## config.mk

```make
export PLATFORM = sky130hd
export DESIGN_NAME = adc_conversion_control
export DESIGN_NICKNAME = d
export VERILOG_FILES = /design/src/core/adc_cc_pkg.sv /design/src/core/adc_conversion_control.sv /design/src/core/setup_word.sv /design/src/core/conv_priority.sv
export VERILOG_INCLUDE_DIRS = /design/src /design/src/core
export SDC_FILE = /design/constraint.sdc
export NUM_CORES = 1
export LEC_CHECK = 0
export BUFFER_PORTS_ARGS = -buffer_cell sky130_fd_sc_hd__buf_2
export CORE_UTILIZATION = 55
export DETAILED_ROUTE_END_ITERATION = 10
export PLACE_DENSITY = 0.76
export SLEW_MARGIN = 20
export SYNTH_ARGS = -nofsm -noshare
export SYNTH_HDL_FRONTEND = slang
export SYNTH_SLANG_ARGS = --single-unit
```

## constraint.sdc

```tcl
create_clock -name core_clk -period 3.9 [get_ports core_clk]
set_input_delay 0.78 -clock core_clk [delete_from_list [all_inputs] [get_ports core_clk]]
set_output_delay 0.78 -clock core_clk [all_outputs]
set_load 0.05 [all_outputs]
```

## src/core/adc_cc_defines.svh

```systemverilog
// Register offsets, field positions, reset values and port encodings of the conversion control
// Contract
// - Control bit 2 starts a channel-1 conversion using channel-1 setups, result to channel-1
// - Control bit 1 starts a channel-2 conversion using channel-2 setups, result to channel-2
// - Control bit 0 starts a temperature conversion using temperature setups and result
// - The CPU is held halted while any conversion runs
// - All three start bits clear together once any conversion completed and was stored
// - Control bits 11 down to 8 hold the single-ended source selector
// - Channel-1 start with selector 0000 converts differential input 1, others ignored
// - Channel-2 start alone with selector 0000 converts differential input 2
// - Temperature converts only when it alone is set and selector is 0000
// - Temperature start alone with nonzero selector yields no temperature result
// - Channel-2 start alone, nonzero selector: single-ended source, channel-2 settings
// - Channel-1 start, nonzero selector: single-ended source, channel-1 settings
// - Three result registers are read-only and hold the latest results
// - Setup B of channel 1 and temperature reset to 0070h, others to 0000h
// - Control at 00h, setups and results up to 09h, all 16-bit words
// - Only the low eight address-port bits are decoded
// - Control-port bit 15 starts a transfer, bit 14 chooses read, bit 15 self-clears
// - A read overwrites the data port; a write leaves it unchanged
// - Selector 1000 picks the positive pin, 1001 the negative pin, against ground
`ifndef ADC_CC_DEFINES_SVH
`define ADC_CC_DEFINES_SVH

`define OFS_CONTROL        8'h00
`define OFS_CHAN1_RESULT   8'h01
`define OFS_CHAN1_SETUP_A  8'h02
`define OFS_CHAN1_SETUP_B  8'h03
`define OFS_CHAN2_RESULT   8'h04
`define OFS_CHAN2_SETUP_A  8'h05
`define OFS_CHAN2_SETUP_B  8'h06
`define OFS_TEMP_RESULT    8'h07
`define OFS_TEMP_SETUP_A   8'h08
`define OFS_TEMP_SETUP_B   8'h09

`define CTRL_START_CHAN1   2
`define CTRL_START_CHAN2   1
`define CTRL_START_TEMP    0
`define CTRL_SEL_MSB       11
`define CTRL_SEL_LSB       8
`define CTRL_WRITE_MASK    16'h0F07
`define CTRL_START_MASK    16'h0007

`define SEL_DIFFERENTIAL   4'h0
`define SEL_POSITIVE_PIN   4'h8
`define SEL_NEGATIVE_PIN   4'h9

`define PF_GO_BIT          15
`define PF_READ_BIT        14

`define PORT_SEL_DATA      2'h0
`define PORT_SEL_ADDRESS   2'h1
`define PORT_SEL_CONTROL   2'h2

`define RST_WORD_ZERO      16'h0000
`define RST_SETUP_B        16'h0070

`endif

```

## src/core/adc_cc_pkg.sv

```systemverilog
// Types shared by the conversion control modules
package adc_cc_pkg;
	typedef enum logic {
		ST_IDLE = 1'b0,
		ST_BUSY = 1'b1
	} conv_state_t;

	typedef enum logic [1:0] {
		TGT_CHAN1 = 2'b00,
		TGT_CHAN2 = 2'b01,
		TGT_TEMP  = 2'b10,
		TGT_NONE  = 2'b11
	} conv_target_t;
endpackage : adc_cc_pkg

```

## src/core/adc_conversion_control.sv

```systemverilog
// Conversion control, indirect module ports and register file of the converter module
`include "adc_cc_defines.svh"
module adc_conversion_control (
	input  wire logic                    core_clk,
	input  wire logic                    resetn,
	// CPU writes to its module ports, and the CPU halt
	input  wire logic                    cpu_port_we,
	input  wire logic [1:0]              cpu_port_sel,
	input  wire logic [15:0]             cpu_port_wdata,
	output logic      [15:0]             module_data_port,
	output logic      [15:0]             module_address_port,
	output logic      [15:0]             module_control_port,
	output logic                         cpu_halt,
	// Converter core
	output logic                         adc_start,
	output adc_cc_pkg::conv_target_t     adc_channel,
	output logic      [3:0]              adc_source_sel,
	output logic                         adc_positive_pin_only,
	output logic                         adc_negative_pin_only,
	output logic      [15:0]             adc_setup_a,
	output logic      [15:0]             adc_setup_b,
	input  wire logic                    adc_done,
	input  wire logic [15:0]             adc_result
);
	import adc_cc_pkg::*;

	localparam int NUM_SETUP = 6;
	localparam logic [7:0]  SETUP_OFS [NUM_SETUP] = '{
		`OFS_CHAN1_SETUP_A, `OFS_CHAN1_SETUP_B, `OFS_CHAN2_SETUP_A,
		`OFS_CHAN2_SETUP_B, `OFS_TEMP_SETUP_A, `OFS_TEMP_SETUP_B};
	localparam logic [15:0] SETUP_RST [NUM_SETUP] = '{
		`RST_WORD_ZERO, `RST_SETUP_B, `RST_WORD_ZERO,
		`RST_WORD_ZERO, `RST_WORD_ZERO, `RST_SETUP_B};

	conv_state_t  state_reg;
	conv_target_t target_sel;
	logic         target_unsupported;
	logic [15:0]  control_reg;
	logic [15:0]  chan1_result_reg;
	logic [15:0]  chan2_result_reg;
	logic [15:0]  temp_result_reg;
	logic [15:0]  setup_q [NUM_SETUP];
	logic [7:0]   addr8;
	logic         xfer_read;
	logic         xfer_write;
	logic [15:0]  read_data;
	logic [NUM_SETUP-1:0] setup_we;
	logic         control_we;
	logic         conv_complete;
	logic [3:0]   single_ended_source_sel;

	// ---------------------------------------------------------------
	// Module port transfers
	// ---------------------------------------------------------------
	assign addr8      = module_address_port[7:0];
	assign xfer_read  = module_control_port[`PF_GO_BIT] & module_control_port[`PF_READ_BIT];
	assign xfer_write = module_control_port[`PF_GO_BIT] & ~module_control_port[`PF_READ_BIT];

	always_ff @(posedge core_clk or negedge resetn) begin
		if (!resetn) begin
			module_data_port <= `RST_WORD_ZERO;
		end else if (cpu_port_we && cpu_port_sel == `PORT_SEL_DATA) begin
			module_data_port <= cpu_port_wdata;
		end else if (xfer_read) begin
			module_data_port <= read_data;
		end
	end

	always_ff @(posedge core_clk or negedge resetn) begin
		if (!resetn) begin
			module_address_port <= `RST_WORD_ZERO;
		end else if (cpu_port_we && cpu_port_sel == `PORT_SEL_ADDRESS) begin
			module_address_port <= cpu_port_wdata;
		end
	end

	// A fresh CPU write of the port wins over the self-clear of the go bit
	always_ff @(posedge core_clk or negedge resetn) begin
		if (!resetn) begin
			module_control_port <= `RST_WORD_ZERO;
		end else if (cpu_port_we && cpu_port_sel == `PORT_SEL_CONTROL) begin
			module_control_port <= cpu_port_wdata;
		end else if (module_control_port[`PF_GO_BIT]) begin
			module_control_port[`PF_GO_BIT] <= 1'b0;
		end
	end

	// ---------------------------------------------------------------
	// Register decode
	// ---------------------------------------------------------------
	always_comb begin
		read_data = `RST_WORD_ZERO;
		unique case (addr8)
			`OFS_CONTROL:      read_data = control_reg;
			`OFS_CHAN1_RESULT: read_data = chan1_result_reg;
			`OFS_CHAN2_RESULT: read_data = chan2_result_reg;
			`OFS_TEMP_RESULT:  read_data = temp_result_reg;
			default: begin
				for (int i = 0; i < NUM_SETUP; i++) begin
					if (addr8 == SETUP_OFS[i]) begin
						read_data = setup_q[i];
					end
				end
			end
		endcase
	end

	assign control_we = xfer_write && addr8 == `OFS_CONTROL;

	genvar gi;
	generate
		for (gi = 0; gi < NUM_SETUP; gi++) begin : g_setup
			assign setup_we[gi] = xfer_write && addr8 == SETUP_OFS[gi];
			setup_word #(
				.RESET_VALUE(SETUP_RST[gi])
			) u_setup (
				.core_clk(core_clk),
				.resetn  (resetn),
				.we      (setup_we[gi]),
				.wdata   (module_data_port),
				.q       (setup_q[gi])
			);
		end
	endgenerate

	// ---------------------------------------------------------------
	// Control register
	// ---------------------------------------------------------------
	assign single_ended_source_sel = control_reg[`CTRL_SEL_MSB:`CTRL_SEL_LSB];
	assign conv_complete = state_reg == ST_BUSY && adc_done;

	// A software write wins over the hardware clear in the same cycle
	always_ff @(posedge core_clk or negedge resetn) begin
		if (!resetn) begin
			control_reg <= `RST_WORD_ZERO;
		end else if (control_we) begin
			control_reg <= module_data_port & `CTRL_WRITE_MASK;
		end else if (conv_complete) begin
			control_reg <= control_reg & ~`CTRL_START_MASK;
		end else if (state_reg == ST_IDLE && target_unsupported) begin
			control_reg[`CTRL_START_TEMP] <= 1'b0;
		end
	end

	conv_priority u_priority (
		.start_chan1            (control_reg[`CTRL_START_CHAN1]),
		.start_chan2            (control_reg[`CTRL_START_CHAN2]),
		.start_temp             (control_reg[`CTRL_START_TEMP]),
		.single_ended_source_sel(single_ended_source_sel),
		.target                 (target_sel),
		.unsupported            (target_unsupported)
	);

	// ---------------------------------------------------------------
	// Conversion sequencer
	// ---------------------------------------------------------------
	always_ff @(posedge core_clk or negedge resetn) begin
		if (!resetn) begin
			state_reg <= ST_IDLE;
			cpu_halt  <= 1'b0;
			adc_start <= 1'b0;
		end else begin
			adc_start <= 1'b0;
			unique case (state_reg)
				ST_IDLE: begin
					if (target_sel != TGT_NONE) begin
						state_reg <= ST_BUSY;
						cpu_halt  <= 1'b1;
						adc_start <= 1'b1;
					end
				end
				ST_BUSY: begin
					if (adc_done) begin
						state_reg <= ST_IDLE;
						cpu_halt  <= 1'b0;
					end
				end
			endcase
		end
	end

	// Converter settings are frozen for the whole conversion
	always_ff @(posedge core_clk or negedge resetn) begin
		if (!resetn) begin
			adc_channel           <= TGT_NONE;
			adc_source_sel        <= `SEL_DIFFERENTIAL;
			adc_positive_pin_only <= 1'b0;
			adc_negative_pin_only <= 1'b0;
			adc_setup_a           <= `RST_WORD_ZERO;
			adc_setup_b           <= `RST_WORD_ZERO;
		end else if (state_reg == ST_IDLE && target_sel != TGT_NONE) begin
			adc_channel           <= target_sel;
			adc_source_sel        <= single_ended_source_sel;
			adc_positive_pin_only <= single_ended_source_sel == `SEL_POSITIVE_PIN;
			adc_negative_pin_only <= single_ended_source_sel == `SEL_NEGATIVE_PIN;
			adc_setup_a           <= setup_q[2 * int'(target_sel)];
			adc_setup_b           <= setup_q[2 * int'(target_sel) + 1];
		end
	end

	// ---------------------------------------------------------------
	// Result registers
	// ---------------------------------------------------------------
	always_ff @(posedge core_clk or negedge resetn) begin
		if (!resetn) begin
			chan1_result_reg <= `RST_WORD_ZERO;
			chan2_result_reg <= `RST_WORD_ZERO;
			temp_result_reg  <= `RST_WORD_ZERO;
		end else if (conv_complete) begin
			unique case (adc_channel)
				TGT_CHAN1: chan1_result_reg <= adc_result;
				TGT_CHAN2: chan2_result_reg <= adc_result;
				TGT_TEMP:  temp_result_reg  <= adc_result;
				TGT_NONE:  chan1_result_reg <= chan1_result_reg;
			endcase
		end
	end
endmodule : adc_conversion_control

```

## src/core/setup_word.sv

```systemverilog
// One 16-bit read/write setup word with a chosen power-on value
module setup_word #(
	parameter logic [15:0] RESET_VALUE = 16'h0000
) (
	input  wire logic        core_clk,
	input  wire logic        resetn,
	input  wire logic        we,
	input  wire logic [15:0] wdata,
	output logic      [15:0] q
);
	always_ff @(posedge core_clk or negedge resetn) begin
		if (!resetn) begin
			q <= RESET_VALUE;
		end else if (we) begin
			q <= wdata;
		end
	end
endmodule : setup_word

```

## src/core/conv_priority.sv

```systemverilog
// Fixed-priority choice of the input to convert from the start bits and the selector
`include "adc_cc_defines.svh"
module conv_priority (
	input  wire logic                    start_chan1,
	input  wire logic                    start_chan2,
	input  wire logic                    start_temp,
	input  wire logic [3:0]              single_ended_source_sel,
	output adc_cc_pkg::conv_target_t     target,
	output logic                         unsupported
);
	import adc_cc_pkg::*;

	always_comb begin
		target      = TGT_NONE;
		unsupported = 1'b0;
		if (start_chan1) begin
			target = TGT_CHAN1;
		end else if (start_chan2) begin
			target = TGT_CHAN2;
		end else if (start_temp) begin
			if (single_ended_source_sel == `SEL_DIFFERENTIAL) begin
				target = TGT_TEMP;
			end else begin
				unsupported = 1'b1;
			end
		end
	end
endmodule : conv_priority

```

==> key figures <==
Critical path
  • Crit path max-delay family: simple AND/OR/NAND/NOR gates
  • WP buf/inv: 0
  • Slowest stage cell, crit path: dfrtp_1
  • Worst Setup Start Kind: flop
  • Worst path max stage delay: between 0.8 and 0.9 ns
  • Crit. End Element: flop
  • Worst EP required: about 4.3 ns
  • CP Cell Sequence: or3b_2 > nor3_4 > mux2_2
  • WP data arrival: about 3.2 ns
  • WS Path Type: flop to flop
  • CP max FO: 27

Clock tree
  • Clock sink count: approximately 240
  • CTS buffer count: 25
  • Clock slew at reported path FFs: about 0.06 ns
  • Clk Latency, worst-skew pair: 0.53 ns
  • H-tree depth: 1
  • CTS resizes: 0
  • CTS tree: built
  • Root Buffer Master: clkbuf_16
  • # hold bufs at CTS: 0
  • CTS max path bufs: 3
  • Post-CTS setup buffers: 0

Timing
  • Final period utilization: a little under three quarters
  • Post-layout minimum cycle time: 2.77 ns
  • Slew margin rel.: about two fifths
  • Clock Skews: between 0.01 and 0.015 ns
  • Setup violations, final: 0
  • Setup slack after layout: 1.13 ns
  • Hold WS: around 0.26 ns
  • Max Freq: approximately 360 MHz
  • Setup TNS: 0 ns
  • RSZ-0062 raised after global routing: false
  • Worst-Margin Slew: 0.880 ns
  • Final hold violation count: 0
  • Max-slew violation count: 0

Routing
  • DRT Pass-1 Iters: 6
  • Drt wl/cell: roughly 22 µm
  • Via density per instance: between 6 and 7
  • DR vias: 8630
  • WL final: between 30000 and 40000 µm
  • Antenna-violating nets left: 0
  • DRC viols: 0
  • Initial DRC count: between 900 and 1000

Synth
  • Post-Synthesis Mean Instance Area: between 10 and 15 µm²
  • Yosys reg bits: 242
  • Mapped Area: 11500 µm²
  • Post-Syn Instances: between 900 and 1000
  • List of most frequent post-synthesis cells: dfrtp_1, mux2_2, nand2_1, nor2b_1, o21ai_0
  • Synth area leader: dfrtp_1
  • Area contributors post-synth: dfrtp_1, mux2_2, nor2b_1
  • Most common cell in the netlist: dfrtp_1
  • Sequential element share of the synthesized area: between 50% and 60%
  • Post-synth EDFFs: 0
  • Distinct cell type count of the synthesized netlist: between 60 and 70
  • Post-synth top area share: 50.8%
  • Top_reg_cell synth: dfrtp_1
  • Yosys warns: 0
  • Post-synth ARST share: between 90% and 100%
  • Syn_nets: about 1000

Global route
  • GR Overflow Total: 0
  • Vias in the first global route: between 8000 and 9000
  • Initial antenna violation count: 0
  • Largest net degree at the start of global routing: 88
  • Total global-route track usage: 28.8%
  • First-pass GRT wire length: between 40000 and 50000 µm

Placement
  • Routability cong.: 0.913
  • Port bufs: 127
  • Hpwl dp: 21300 µm
  • Post-placement worst setup slack: approximately 1.2 ns

Final layout
  • Seq. cell area: ~6100 µm²
  • Area growth syn-to-layout: 14.9%
  • Nets: between 1000 and 1500
  • # diodes: 0
  • Max FFs per register: 96
  • Multi-input gate area: roughly 5100 µm²
  • Fraction of layout cells with a size suffix above 1: 35.3%
  • Fillers: between 1500 and 2000
  • Reg with most FFs: g_setup.u_setup.q

Run status
  • Status: completed

Floorplanning
  • Die ar.: 21500 µm²
  • Row count: between 50 and 60
  • Horiz. Die Dim: roughly 150 µm
  • Initial Utilization: between 50% and 60%
  • DIE HEIGHT: 147 µm
  • Top-Level Pins: roughly 130
  • Core Region: a little over 20000 µm²

Pwr
  • VDD IR max: a little over 0.4 mV
  • Cell Pwr Density: approximately 590 nW/µm²
  • LEAKAGE: around 6.3 nW

Run
  • Maxcap violations: 0

Min path
  • Hold Crit Class: primary input to async pin
[worst register-to-register path: stages (launching register included)]
cell,delay [ns]
dfrtp_1,0.88
or3b_2,0.66
nor3_4,0.68
mux2_2,0.43
[worst paths after layout]
kind,cells past startpoint,to,start,slack (ns)
max,3,g_setup[0].u_setup.q[13],module_address_port[1],1.13
min,1,adc_setup_b[7],resetn,0.26
min reg2reg,2,adc_setup_b[4],adc_setup_b[4],0.47
min in group core_clk,2,adc_setup_b[4],adc_setup_b[4],0.47
max reg2reg,3,g_setup[0].u_setup.q[13],module_address_port[1],1.13
max in group asynchronous,2,temp_result_reg[8],resetn,2.77
[cell families after synthesis]
| logic type | count (synthesis) | synth area share, % |
|---|---|---|
| buf+inv | 84 | 3.21 |
| simple gates | 252 | 11.6 |
| compound gates | 231 | 14.1 |
| mux | 189 | 18.5 |
| flops | 242 | 52.6 |
[through the flow]
step	instances	power [mW]	utilization, %	instance area (µm²)
2_1_floorplan	998	4.74	-	11500
3_5_place_dp	1341	5.35	60.7	12400
4_1_cts	1387	7.90	65.1	13300
6_report	1387	7.88	65.1	13300
3_3_place_gp	1341	5.30	60.7	12400
5_1_grt	1387	8.19	65.1	13300
[where the power goes]
group	total [mW]	internal (mW)	switching [mW]
Sequential	3.37	2.96	0.405
Combinational	1.96	0.635	1.32
Clock	2.55	1.58	0.975
Total	7.88	5.17	2.70
[cell usage in the layout, fill, tap and decap left out, drive strengths merged, types with 10 or more instances in the layout]
cell type	instances
a221oi	42
dfrtp	234
nor2	37
o21ai	63
o31ai	34
nor2b	66
nand2	95
a211oi	10
mux2	176
buf	145
clkbuf	38
inv	13
mux2i	13
nand3	10
a21oi	18
[per-layer routing]
| metal | wire length [µm] | vias up | GRT usage (%) |
|---|---|---|---|
| met4 | 1130 | 0 | 10.9 |
| met2 | 13600 | 395 | 42.6 |
| met5 | 0 | - | 0 |
| li1 | - | 3848 | - |
| met3 | 2360 | 78 | 5.09 |
| met1 | 13300 | 4309 | 42.3 |
[cell type report]
type,count,share of cell area (%)
repair buffers,145,5.99
clock buffers,38,5.62
multi-input cells,672,38.6
well taps,270,2.55
flip-flops and latches,242,45.8
inverters,12,0.340
clock inverters,8,1.09
No activity file was read; power rests on OpenSTA's default activity.
